==> config.mk <==
export PLATFORM = sky130hd
export DESIGN_NAME = vrc_strobe_refresh
export DESIGN_NICKNAME = d
export VERILOG_FILES = /design/src/inc/vrc_pkg.sv /design/src/hdl/vrc_strobe_refresh.sv
export SDC_FILE = /design/constraint.sdc
export NUM_CORES = 1
export LEC_CHECK = 0
export ABC_AREA = 1
export BUFFER_PORTS_ARGS = -buffer_cell sky130_fd_sc_hd__buf_2
export CORE_UTILIZATION = 40
export CTS_CLUSTER_DIAMETER = 200
export DETAILED_ROUTE_END_ITERATION = 10
export GPL_ROUTABILITY_DRIVEN = 0
export GPL_TIMING_DRIVEN = 0
export PLACE_DENSITY_LB_ADDON = 0.05
export SYNTH_ARGS = -nofsm -noshare
export SYNTH_HDL_FRONTEND = slang
export SYNTH_SLANG_ARGS = --single-unit
==> constraint.sdc <==
create_clock -name clk -period 6.4 [get_ports clk]
set_clock_uncertainty 0.1 [all_clocks]
set_input_delay 1.28 -clock clk [delete_from_list [all_inputs] [get_ports clk]]
set_output_delay 1.28 -clock clk [all_outputs]
set_load 0.01 [all_outputs]
==> src/inc/vrc_pkg.sv <==
package vrc_pkg;

    // ****************************************
    // timing
    // ****************************************
    localparam int VRC_CLK_PERIOD_NS = 40;
    localparam int VRC_REFRESH_PERIOD_NS = 15000;
    localparam int VRC_REFRESH_CYCLES = VRC_REFRESH_PERIOD_NS / VRC_CLK_PERIOD_NS;
    localparam int VRC_CLEAR_NS = 500;
    localparam int VRC_CLEAR_CYCLES = (VRC_CLEAR_NS + VRC_CLK_PERIOD_NS - 1) / VRC_CLK_PERIOD_NS;
    localparam logic [8:0] VRC_REFRESH_LAST = 9'(VRC_REFRESH_CYCLES - 1);
    localparam logic [3:0] VRC_CLEAR_LAST = 4'(VRC_CLEAR_CYCLES - 1);
    localparam logic [3:0] VRC_CLEAR_DONE = 4'(VRC_CLEAR_CYCLES);
    localparam logic [2:0] VRC_SHIFT_EDGES = 3'h4;
    localparam logic [1:0] VRC_GRANT_DELAY_SHORT = 2'h1;
    localparam logic [1:0] VRC_GRANT_DELAY_LONG = 2'h2;

    // ****************************************
    // ras precharge / refresh low times in clocks, per timing bit pair
    // ****************************************
    localparam logic [2:0] VRC_PRE_00 = 3'h1;
    localparam logic [2:0] VRC_PRE_01 = 3'h2;
    localparam logic [2:0] VRC_PRE_10 = 3'h2;
    localparam logic [2:0] VRC_PRE_11 = 3'h3;
    localparam logic [2:0] VRC_REF_00 = 3'h2;
    localparam logic [2:0] VRC_REF_01 = 3'h2;
    localparam logic [2:0] VRC_REF_10 = 3'h3;
    localparam logic [2:0] VRC_REF_11 = 3'h4;

    // ****************************************
    // types
    // ****************************************
    typedef enum logic [2:0] {VRC_IDLE, VRC_PRE, VRC_ROW, VRC_COL, VRC_EXT, VRC_REF} vrc_state_type;

    typedef struct packed {
        logic access_request;
        logic access_is_write;
        logic [1:0] column_extend_inputs;
        logic shift_load_request;
        logic second_port_grant;
        logic internal_refresh_disable;
        logic refresh_strobe_in;
        logic column_increment_in;
        logic program_strobe;
        logic column_extend_option_input;
        logic ras_timing_bit_low;
        logic ras_timing_bit_high;
        logic interleave_mode;
    } vrc_pins_type;

    typedef struct packed {
        logic column_extend_option;
        logic ras_timing_bit_low;
        logic ras_timing_bit_high;
        logic interleave_mode;
    } vrc_mode_type;

    typedef struct packed {
        logic ras;
        logic cas;
        logic transfer_output_enable;
        logic transfer_acknowledge;
        logic refresh_request_out;
        logic refresh_status_pin;
    } vrc_drive_type;

endpackage
==> src/hdl/vrc_strobe_refresh.sv <==
// How it works
// - non-interleaved, option negated: cas held after request drops while any extend input asserted, unless the grant changes in the same cycle
// - ras falls when the access request drops, even with cas extended
// - transfer acknowledge ends when the request drops, regardless of cas extension
// - output enable follows cas on reads and stays negated on writes
// - option negated: output enable follows the shift-load request
// - option asserted: shift-load asserts output enable; early release negates it
// - option asserted: output enable negated at the fourth edge of a long shift-load
// - ras asserts one edge after grant change, two when low timing bit set
// - timing bit pair sets precharge and refresh ras-low clocks
// - refresh counter always runs and raises the request even with refresh disabled
// - latched option picks refresh status pin role: in-progress or request
// - strobe held 500 ns with disable negated clears the refresh counter
`timescale 1ns/10ps
`default_nettype none

module vrc_strobe_refresh
(
    input wire logic clk,
    input wire logic reset,
    input wire vrc_pkg::vrc_pins_type pins,
    output vrc_pkg::vrc_drive_type drive,
    output vrc_pkg::vrc_mode_type mode_status
);

    // ****************************************
    // state
    // ****************************************
    typedef struct packed {
        vrc_pkg::vrc_pins_type sync_a;
        vrc_pkg::vrc_pins_type sync_b;
        vrc_pkg::vrc_mode_type mode;
        vrc_pkg::vrc_state_type state;
        logic [2:0] cnt;
        logic grant_prev;
        logic [1:0] grant_wait;
        logic [8:0] refresh_cnt;
        logic refresh_due;
        logic [3:0] strobe_cnt;
        logic [2:0] shift_edges;
        vrc_pkg::vrc_drive_type drive;
    } vrc_regs_type;

    vrc_regs_type s;
    vrc_regs_type next_s;
    vrc_pkg::vrc_pins_type p;
    logic tick;
    logic clear;
    logic grant_changed;
    logic refresh_go;

    assign p = s.sync_b;
    assign drive = s.drive;
    assign mode_status = s.mode;

    // ****************************************
    // timing decode
    // ****************************************
    function automatic logic [2:0] vrc_precharge(input vrc_pkg::vrc_mode_type m);
        case ({m.ras_timing_bit_low, m.ras_timing_bit_high})
            2'h0: vrc_precharge = vrc_pkg::VRC_PRE_00;
            2'h1: vrc_precharge = vrc_pkg::VRC_PRE_01;
            2'h2: vrc_precharge = vrc_pkg::VRC_PRE_10;
            default: vrc_precharge = vrc_pkg::VRC_PRE_11;
        endcase
    endfunction

    function automatic logic [2:0] vrc_refresh_low(input vrc_pkg::vrc_mode_type m);
        case ({m.ras_timing_bit_low, m.ras_timing_bit_high})
            2'h0: vrc_refresh_low = vrc_pkg::VRC_REF_00;
            2'h1: vrc_refresh_low = vrc_pkg::VRC_REF_01;
            2'h2: vrc_refresh_low = vrc_pkg::VRC_REF_10;
            default: vrc_refresh_low = vrc_pkg::VRC_REF_11;
        endcase
    endfunction

    // ****************************************
    // next state
    // ****************************************
    always_comb
    begin
        next_s = s;
        next_s.sync_a = pins;
        next_s.sync_b = s.sync_a;

        // option stays in force until the next programming strobe
        if (p.program_strobe)
        begin
            next_s.mode.column_extend_option = p.column_extend_option_input;
            next_s.mode.ras_timing_bit_low = p.ras_timing_bit_low;
            next_s.mode.ras_timing_bit_high = p.ras_timing_bit_high;
            next_s.mode.interleave_mode = p.interleave_mode;
        end

        // refresh clock runs whatever the disable input says
        tick = (s.refresh_cnt == vrc_pkg::VRC_REFRESH_LAST);
        clear = p.refresh_strobe_in && !p.internal_refresh_disable
            && (s.strobe_cnt == vrc_pkg::VRC_CLEAR_LAST);
        if (p.refresh_strobe_in && !p.internal_refresh_disable)
        begin
            if (s.strobe_cnt != vrc_pkg::VRC_CLEAR_DONE)
            begin
                next_s.strobe_cnt = s.strobe_cnt + 4'h1;
            end
        end
        else
        begin
            next_s.strobe_cnt = 4'h0;
        end
        if (clear || tick)
        begin
            next_s.refresh_cnt = 9'h000;
        end
        else
        begin
            next_s.refresh_cnt = s.refresh_cnt + 9'h001;
        end
        next_s.refresh_due = s.refresh_due || tick;

        // port change: ras held off for one or two edges
        grant_changed = (p.second_port_grant != s.grant_prev);
        next_s.grant_prev = p.second_port_grant;
        if (grant_changed)
        begin
            next_s.grant_wait = s.mode.ras_timing_bit_low ? vrc_pkg::VRC_GRANT_DELAY_LONG
                : vrc_pkg::VRC_GRANT_DELAY_SHORT;
        end
        else if (s.grant_wait != 2'h0)
        begin
            next_s.grant_wait = s.grant_wait - 2'h1;
        end

        // external acknowledge style refresh also serves a due refresh
        refresh_go = s.refresh_due && (!p.internal_refresh_disable || p.refresh_strobe_in);

        case (s.state)
            vrc_pkg::VRC_IDLE:
            begin
                if (p.shift_load_request)
                begin
                    // shift-load owns the output enable while idle
                    if (!s.mode.column_extend_option)
                    begin
                        next_s.drive.transfer_output_enable = 1'b1;
                    end
                    else
                    begin
                        if (s.shift_edges != vrc_pkg::VRC_SHIFT_EDGES)
                        begin
                            next_s.shift_edges = s.shift_edges + 3'h1;
                        end
                        next_s.drive.transfer_output_enable =
                            (next_s.shift_edges < vrc_pkg::VRC_SHIFT_EDGES);
                    end
                end
                else
                begin
                    next_s.shift_edges = 3'h0;
                    next_s.drive.transfer_output_enable = 1'b0;
                    if (refresh_go)
                    begin
                        next_s.refresh_due = tick;
                        next_s.state = vrc_pkg::VRC_REF;
                        next_s.drive.ras = 1'b1;
                        next_s.cnt = vrc_refresh_low(s.mode) - 3'h1;
                    end
                    else if (p.access_request && !grant_changed && s.grant_wait < 2'h2)
                    begin
                        next_s.state = vrc_pkg::VRC_ROW;
                        next_s.drive.ras = 1'b1;
                    end
                end
            end
            vrc_pkg::VRC_ROW:
            begin
                if (grant_changed || !p.access_request)
                begin
                    next_s.drive.ras = 1'b0;
                    next_s.cnt = vrc_precharge(s.mode) - 3'h1;
                    next_s.state = vrc_pkg::VRC_PRE;
                end
                else
                begin
                    next_s.drive.cas = 1'b1;
                    next_s.drive.transfer_output_enable = !p.access_is_write;
                    next_s.state = vrc_pkg::VRC_COL;
                end
            end
            vrc_pkg::VRC_COL:
            begin
                next_s.drive.transfer_output_enable = !p.access_is_write;
                next_s.drive.transfer_acknowledge = 1'b1;
                if (!p.access_request || grant_changed)
                begin
                    next_s.drive.ras = 1'b0;
                    next_s.drive.transfer_acknowledge = 1'b0;
                    next_s.cnt = vrc_precharge(s.mode) - 3'h1;
                    // precharge runs under the extended cas, which is its point
                    if (!s.mode.interleave_mode && !s.mode.column_extend_option
                        && (p.column_extend_inputs != 2'h0) && !grant_changed)
                    begin
                        next_s.state = vrc_pkg::VRC_EXT;
                    end
                    else
                    begin
                        next_s.drive.cas = 1'b0;
                        next_s.drive.transfer_output_enable = 1'b0;
                        next_s.state = vrc_pkg::VRC_PRE;
                    end
                end
            end
            vrc_pkg::VRC_EXT:
            begin
                if (s.cnt != 3'h0)
                begin
                    next_s.cnt = s.cnt - 3'h1;
                end
                if (p.column_extend_inputs == 2'h0)
                begin
                    next_s.drive.cas = 1'b0;
                    next_s.drive.transfer_output_enable = 1'b0;
                    next_s.state = vrc_pkg::VRC_PRE;
                end
            end
            vrc_pkg::VRC_REF:
            begin
                if (s.cnt != 3'h0)
                begin
                    next_s.cnt = s.cnt - 3'h1;
                end
                else if (!p.column_increment_in)
                begin
                    // a stuck-high increment input would hold ras low forever
                    next_s.drive.ras = 1'b0;
                    next_s.cnt = vrc_precharge(s.mode) - 3'h1;
                    next_s.state = vrc_pkg::VRC_PRE;
                end
            end
            vrc_pkg::VRC_PRE:
            begin
                if (s.cnt != 3'h0)
                begin
                    next_s.cnt = s.cnt - 3'h1;
                end
                else
                begin
                    next_s.state = vrc_pkg::VRC_IDLE;
                end
            end
            default:
            begin
                next_s.state = vrc_pkg::VRC_IDLE;
            end
        endcase

        next_s.drive.refresh_request_out = next_s.refresh_due;
        next_s.drive.refresh_status_pin = next_s.mode.column_extend_option
            ? (next_s.state == vrc_pkg::VRC_REF) : next_s.refresh_due;
    end

    always_ff @(posedge clk or posedge reset)
    begin
        if (reset)
        begin
            s <= '0;
        end
        else
        begin
            s <= next_s;
        end
    end
endmodule

`default_nettype wire

After elaboration in Yosys (flattened, before gate mapping)

Index checks and enable logic that the tools add are counted.

Register bits: 63
Input bits: 16
Output and inout bits: 10

Add/subtract/negate cells: 9
$lt $le $gt $ge: 2
Equal/unequal tests: 27
Muxes and demuxes: 59
Reductions and logical operators: 37

Operator list:

| operator            | number |
|---|---|
| $mux 3              | 25 |
| $ne 2x2->1 const B  | 10 |
| $mux 6              | 3 |
| $pmux 3 s6          | 1 |
| $mux 4              | 4 |
| $pmux 3 s5          | 1 |
| $sub 3x1->3 const B | 5 |
| $mux 2              | 7 |
| $reduce_and 7->1    | 2 |
| $mux 1              | 12 |
| $add 9x1->9 const B | 1 |
| $eq 3x3->1 const B  | 3 |
| $eq 9x9->1 const B  | 1 |
| $mux 9              | 1 |
| $ne 3x3->1 const B  | 3 |
| $logic_and 1x1->1   | 8 |
| $pmux 1 s4          | 2 |
| $reduce_bool 4->1   | 2 |
| $eq 3x2->1 const B  | 2 |
| $logic_not 1->1     | 6 |
| $pmux 3 s2          | 1 |
| $reduce_bool 2->1   | 3 |
| $reduce_bool 3->1   | 2 |
| $reduce_or 2->1     | 3 |
| 21 further kinds    | 26 |

Logic depth before layout (Yosys ltp)

Gate-level depths: netlist (run 1).

Word-level depth: 12
Mapped depth: 12
Depth with buffers taken out: 12

Worst setup path before layout (run 1)

Ideal clock, no wire load.

Kind: register to output
Start point: reg s (netlist bit mode_status[2])
End point: out mode_status[2] (netlist name)
Arrival: 0.557 ns
Data required time: 5.020 ns
Setup slack: 4.463 ns
Cell stages (with the launch flop): 2
Path buffers: 1
Cell sequence: dfrtp_1 > buf_4

RTL lines:

| element                | RTL line                  | text |
|---|---|---|
| from (decl)            | vrc_strobe_refresh.sv:44  | `vrc_regs_type s;` |
| from (signal assigned) | vrc_strobe_refresh.sv:269 | `s <= next_s;` |
| to (decl)              | vrc_strobe_refresh.sv:23  | `output vrc_pkg::vrc_mode_type mode_status` |

No word-level cell between the ends.

Worst setup path after layout (run 1)

Start point: reg s (netlist bit mode_status[2])
End point: out mode_status[2] (netlist name)

No word-level cell between the ends.

==> summary.log, run 1 <==
INFO  clock_network  clk-insertion-delay-late=0.35ns
INFO  setup_path     crit_type=flop to primary output
INFO  flow_run       max-cap-violations=0
INFO  final_layout   final.fill_count=676
INFO  power_and_ir_drop design_power_total=1.108mW
INFO  synthesis      syn-cell-area=2954um^2
INFO  synthesis      syn_area_per_cell=9.006um^2
INFO  synthesis      synth_area_leader_cell=dfrtp_1
INFO  synthesis      synth.top_cells.by_area=dfrtp_1 53%, nand2_1 8.4%, ha_1 5.9%, inv_1 5.0%, nand3_1 4.6%
INFO  synthesis      yosys_register_bits=63
INFO  sta            slew_violations=0
INFO  sta            totalNegativeSetupSlack=0ns
INFO  sta            worst_pin_slew=0.7450ns
INFO  drt            post_detailed_routing_wire_length=5455um
INFO  setup_path     critical_path.startpoint_type=flop
INFO  die            std_cell_rows=30
INFO  synthesis      synth-edff-count=0
INFO  clock_network  cts_setup_buffers=0
INFO  clock_network  cts.root.buffer_cell=clkbuf_8
INFO  global_routing grt_first_pass_wirelength=9480um
INFO  final_layout   area.growth.synth_to_final=16.65%
INFO  power_and_ir_drop power_density=321.6nW/um^2
INFO  global_routing globalRoute.totalOverflow=0
INFO  global_routing number_of_global_route_vias_before_repair=2030
INFO  clock_network  tritoncts_clock_tree=yes
INFO  setup_path     critPathMaxFanout=6
INFO  sta            remaining_max_slew_budget_at_the_tightest_pin=0.5026
INFO  synthesis      synth_most_common_cell=nand2_1
INFO  setup_path     critical_path_cell_list=buf_4 > buf_2
INFO  sta            maxClockFrequency=408.0MHz
INFO  synthesis      yosysSeqAreaShare=0.5337
INFO  clock_network  post_cts.resized_instances=0
INFO  drt            routed_vias_inst=4.582
INFO  drt            dr_total_vias=2135
INFO  clock_network  clock_sink_count=63
INFO  setup_path     setup.worst_path.end_class=primary output
INFO  synthesis      synth_cell_types=30
INFO  clock_network  clk_pin_slew=0.08ns
INFO  global_routing grt_antenna_before_repair=0
INFO  synthesis      synth-warning-count=0
INFO  global_routing grt_use_total=0.1662
INFO  clock_network  htreeDepth=3
INFO  placement      port_buffers=25
INFO  sta            final.period_utilization=0.3830
INFO  clock_network  cts_buffer_depth=2
INFO  die            die_area=7733um^2
INFO  final_layout   final_cell_area=3446um^2
INFO  power_and_ir_drop worst_ir_drop_vdd=0.1388mV
INFO  drt            routed_wire_length_per_instance=11.71um
INFO  setup_path     crit_path_top_delay_cell=dfrtp_1
INFO  drt            antenna_violating_nets_post_route=0
INFO  synthesis      synthFlopType=dfrtp_1
INFO  setup_path     worst_ep_required_time=5.02ns
INFO  final_layout   n_antenna_cell=0
INFO  synthesis      synthDominantCellAreaShare=0.5337
INFO  final_layout   share_of_final_layout_standard_cells_stronger_than_drive_strength_1=0.1973
INFO  die            top_ports=26
INFO  setup_path     critical_path_max_stage_delay=0.45ns
INFO  clock_network  cts.hold.buffers_added=0
INFO  final_layout   final_core_utilization=0.4962
INFO  die            die_x=87.94um
INFO  worst_hold_path holdCritPathClass=flop to flop
INFO  final_layout   final_net_count=395
INFO  power_and_ir_drop leakage=1.781nW
INFO  setup_path     timing.critical_path.arrival=1.07ns
INFO  synthesis      count_of_mapped_cells_out_of_synthesis=328
INFO  global_routing grt_start_max_net_pins=36
INFO  synthesis      syn-num-nets=358
INFO  placement      dpl_cell_area=3219um^2
INFO  setup_path     critPathBufInv=2
INFO  die            initial_core_util=0.4254
INFO  sta            report.final.setup_viol=0
INFO  drt            post-route-drc-count=0
INFO  sta            timing.final.hold_violations=0
INFO  die            die_h=87.94um
INFO  die            core_area=6944um^2
INFO  run_status     outcome=completed
INFO  placement      place_hpwl=3961um
INFO  setup_path     timing.critical_path.max_delay_family=flip-flops
INFO  synthesis      synth-async-reset-ratio=1.000
INFO  sta            unrepaired_setup_endpoints_after_global_routing=false
INFO  drt            number_of_iterations_in_the_first_detailed_routing_pass=4
INFO  drt            detail_route.iter0.violations=134
INFO  clock_network  number_of_cts_inserted_buffers=9
INFO  synthesis      synth_common_cells=66 x nand2_1, 63 x dfrtp_1, 39 x inv_1
INFO  sta            final_period_minus_worst_setup_slack=2.451ns
## worst paths after layout
check,startpoint,endpoint,slack [ns],cells past startpoint
max in group asynchronous,reset,s[6],4.63,3
hold / removal,next_s[46],p[10],0.24,0
hold reg to reg,next_s[46],p[10],0.24,0
min in group asynchronous,reset,s[14],0.95,2
setup reg to reg,s[26],s[28],4.65,11
setup / recovery,mode_status[2],mode_status[2],3.95,2
## cell families (layout without fill, tap and decap cells)
kind of cell	after synthesis	in the layout	synth area share
AND/OR/NAND/NOR	150	150	0.2279
flip-flops	63	63	0.5337
buffers and inverters	55	97	0.08301
AO/OA/AOI/OAI	38	38	0.07243
adder cells (fa/ha/maj)	14	14	0.05930
XOR/XNOR	8	8	0.02372
## cell type report
cell class                 count  area (um^2)  share of cell area
inverter                      43        161.4             0.04684
sequential                    63         1577              0.4575
buffer                        12        83.83             0.02433
multi-input combinational    210         1132              0.3286
timing repair buffer          26        145.1             0.04212
clock buffer                   9        123.9             0.03595
tap                           96        120.1             0.03486
clock inverter                 7        102.6             0.02977
## flip-flops by register name (all words and copies together) (netlist names)
register     count
next_s          15
p               13
mode_status      4
s               25
drive            6
## where the power goes
part | internal, mW | switching, mW | leakage (nW)
registers | 0.439 | 0.0285 | 0.773
clock network | 0.224 | 0.174 | 0.111
logic | 0.0983 | 0.144 | 0.897
## cell usage in the layout (no fill, tap or decap), types with 2 or more instances in the layout
master     netlist  routed
inv_1           39      38
clkbuf_8         0       9
nor2_4           2       2
nand3b_1         3       3
a21oi_1          3       3
inv_2            4       5
xnor2_1          3       3
nor2_2           5       5
nand2_2          4       4
nor2_1          30      30
o21ai_0         20      20
xor2_1           5       5
nand3_1         27      27
nor3_1           4       4
nand2_1         66      66
inv_6            0       3
nand4_1          6       6
buf_2            1      26
o21ai_1          8       8
or2_2            2       2
ha_1            14      14
dfrtp_1         63      63
buf_4           10      10
bufinv_16        0       2
## stage by stage
step	cells	setup slack [ns]	hold slack, ns
final	466	3.949	0.2426
after global placement	449	2.653	0.2320
after global routing	466	3.900	0.2566
after CTS	466	3.928	0.2463
after floorplan	328	3.450	0.2312
after detailed placement	450	4.196	0.2347
## layer usage
| metal | up-vias | part of all wire | global-route usage |
|---|---|---|---|
| met4 | 0 | 0.022 | 0.08942 |
| met3 | 11 | 0.032 | 0.03959 |
| met1 | 966 | 0.51 | 0.2237 |
| li1 | 1113 | - | - |
| met2 | 45 | 0.44 | 0.2481 |
| met5 | - | 0 | 0 |
No activity file was read; power rests on OpenSTA's default activity.
==> inputs of run 2 (changes only) <==
- ABC_AREA: 1 -> 0
- clock period: 6.4 -> 2.2 ns (I/O delays scaled with it)
==> summary.log, run 2 <==
INFO  global_routing grt_start_max_net_pins=38
INFO  final_layout   multi_input_comb_area=1114um^2
INFO  synthesis      count_of_mapped_cells_out_of_synthesis=255
INFO  flow_run       max-cap-violations=0
INFO  drt            antenna_violating_nets_post_route=0
INFO  synthesis      synth_common_cells=63 x dfrtp_1, 22 x nor2_1, 15 x inv_1, 15 x nand2_1, 14 x ha_1
INFO  sta            fin_worst_hold_slack=0.1094ns
INFO  synthesis      synth-warning-count=0
INFO  global_routing grt_antenna_before_repair=0
INFO  final_layout   layout.cells.most_common=dfrtp_1
INFO  drt            post_detailed_routing_wire_length=5203um
INFO  setup_path     critical_path_max_stage_delay=0.40ns
INFO  sta            layout_setup_ws=0.2554ns
INFO  final_layout   area.growth.synth_to_final=16.62%
INFO  die            top_ports=26
INFO  clock_network  cts_setup_buffers=0
INFO  drt            number_of_iterations_in_the_first_detailed_routing_pass=4
INFO  final_layout   largest_register_ff_count=25
INFO  die            initial_core_util=0.4167
INFO  clock_network  clk_pin_slew=0.07ns
INFO  sta            worst_pin_slew=0.8110ns
INFO  final_layout   register_area=1577um^2
INFO  final_layout   final_cell_area=3319um^2
INFO  synthesis      synthDominantCellAreaShare=0.5538
INFO  sta            slew_violations=0
INFO  synthesis      synth_cell_types=54
INFO  drt            dr_total_vias=1889
INFO  clock_network  clock_sink_count=63
INFO  setup_path     critPathMaxFanout=9
INFO  sta            remaining_max_slew_budget_at_the_tightest_pin=0.4585
INFO  global_routing grt_use_total=0.1631
INFO  synthesis      syn-num-nets=285
INFO  worst_hold_path holdCritPathClass=input port to flop
INFO  sta            final.period_utilization=0.8839
INFO  synthesis      syn-cell-area=2846um^2
INFO  die            core_area=6832um^2
INFO  synthesis      syn_area_per_cell=11.16um^2
INFO  clock_network  post_cts.resized_instances=0
INFO  synthesis      yosysSeqAreaShare=0.5538
INFO  synthesis      synth-edff-count=0
INFO  global_routing grt_first_pass_wirelength=9121um
INFO  placement      dpl_cell_area=3112um^2
INFO  clock_network  clk-insertion-delay-late=0.33ns
INFO  power_and_ir_drop leakage=1.568nW
INFO  setup_path     critical_path.startpoint_type=flop
INFO  setup_path     r2r_start=s[25]
INFO  drt            detail_route.iter0.violations=77
INFO  final_layout   n_antenna_cell=0
INFO  clock_network  cts_buffer_depth=2
INFO  synthesis      synthFlopType=dfrtp_1
INFO  synthesis      synth.top_cells.by_area=dfrtp_1 55%, ha_1 6.2%, buf_4 2.9%, nor2_1 2.9%, mux2_2 2.4%
INFO  final_layout   share_of_final_layout_standard_cells_stronger_than_drive_strength_1=0.2424
INFO  placement      place_hpwl=3671um
INFO  setup_path     critPathBufInv=0
INFO  die            die_area=7457um^2
INFO  final_layout   regMostFlops=s
INFO  power_and_ir_drop power_density=941.5nW/um^2
INFO  placement      port_buffers=25
INFO  global_routing globalRoute.totalOverflow=0
INFO  power_and_ir_drop worst_ir_drop_vdd=0.4052mV
INFO  synthesis      yosys_register_bits=63
INFO  sta            final_period_minus_worst_setup_slack=1.945ns
INFO  placement      placement.setup.worst_slack=0.2346ns
INFO  setup_path     worstSetupStartpoint=s[25]
INFO  run_status     outcome=completed
INFO  setup_path     crit_type=flop to flop
INFO  final_layout   final.fill_count=660
INFO  worst_hold_path worst_hold_startpoint=pins[6]
INFO  drt            post-route-drc-count=0
INFO  sta            unrepaired_setup_endpoints_after_global_routing=false
INFO  setup_path     worst_ep_required_time=2.32ns
INFO  global_routing number_of_global_route_vias_before_repair=1971
INFO  setup_path     timing.critical_path.max_delay_family=simple AND/OR/NAND/NOR gates
INFO  die            die_x=86.36um
INFO  clock_network  cts.root.buffer_cell=clkbuf_8
INFO  sta            timing.final.hold_violations=0
INFO  clock_network  tritoncts_clock_tree=yes
INFO  setup_path     critical_path_cell_list=xnor2_2 > and2_1 > o21ai_1 > nor2_2 > mux2_2
INFO  die            std_cell_rows=30
INFO  drt            routed_vias_inst=4.807
INFO  setup_path     setup.worst_path.end_class=flop
INFO  sta            maxClockFrequency=514.2MHz
INFO  clock_network  htreeDepth=3
INFO  clock_network  number_of_cts_inserted_buffers=9
INFO  sta            report.final.setup_viol=0
INFO  synthesis      synth_area_leader_cell=dfrtp_1
INFO  setup_path     crit_path_top_delay_cell=xnor2_2
INFO  final_layout   final_net_count=322
INFO  synthesis      synth_most_common_cell=dfrtp_1
INFO  drt            routed_wire_length_per_instance=13.24um
INFO  synthesis      synth-async-reset-ratio=1.000
INFO  final_layout   mostFrequentLayoutCells=63 x dfrtp_1, 27 x buf_2, 22 x nor2_1, 15 x nand2_1
INFO  die            die_h=86.36um
INFO  clock_network  cts.hold.buffers_added=0
INFO  setup_path     timing.critical_path.arrival=2.07ns
INFO  sta            totalNegativeSetupSlack=0ns
[run 2: changes by cell type after synthesis, moves of 4 or more]
cell      change
nor2_1        -8
nand2b_1      +5
nor2_2        -4
inv_1        -24
o21ai_0       -9
a21oi_1       +7
mux2_2        +6
and3_1        +5
nand2_1      -51
nand3_1      -15
nand4_1       -4
o21ai_1       -5
nand2_2       -4
[run 2: where the power goes]
| group | internal (mW) | total (mW) | switching [mW] |
|---|---|---|---|
| Clock | 0.583 | 1.03 | 0.451 |
| Sequential | 1.28 | 1.36 | 0.0773 |
| Combinational | 0.343 | 0.734 | 0.391 |
[run 2: worst paths after layout]
kind,endpoint,slack [ns],cells past startpoint
min in group asynchronous,p[2],0.16,2
hold / removal,next_s[42],0.11,1
setup reg to reg,s[26],0.26,5
hold reg to reg,p[1],0.25,0
setup / recovery,s[26],0.26,5
max in group asynchronous,next_s[46],1.22,3
[run 2: through the flow]
stage | power, mW | utilization | instances
finish | 3.125 | 0.4859 | 393
floorplan | 1.934 | - | 255
global placement | 2.112 | 0.4526 | 376
detailed placement | 2.122 | 0.4555 | 377
CTS | 3.176 | 0.4859 | 393
global route | 3.360 | 0.4859 | 393
[run 2: cell type report]
cell class,count,share of cell area
tap,96,0.03619
buffer,14,0.02902
clock inverter,5,0.01696
inverter,16,0.01809
timing repair buffer,26,0.04372
clock buffer,11,0.04561
sequential,63,0.4749
multi-input combinational,162,0.3355
[run 2: cell families (layout without fill, tap and decap cells)]
logic type	Yosys count	after routing	share of synthesized area
flip-flops	63	63	0.5538
buffers and inverters	30	72	0.05494
multiplexers	9	9	0.03604
AND/OR/NAND/NOR	79	79	0.1446
AO/OA/AOI/OAI	50	50	0.1156
XOR/XNOR	10	10	0.03341
adder cells (fa/ha/maj)	14	14	0.06154
[run 2: routing by layer]
metal	GRT usage	wire length (um)	vias up
met5	0	0	-
met1	0.1979	2446	910
met4	0.07879	88	0
li1	-	-	944
met3	0.04095	147	8
met2	0.2720	2521	27
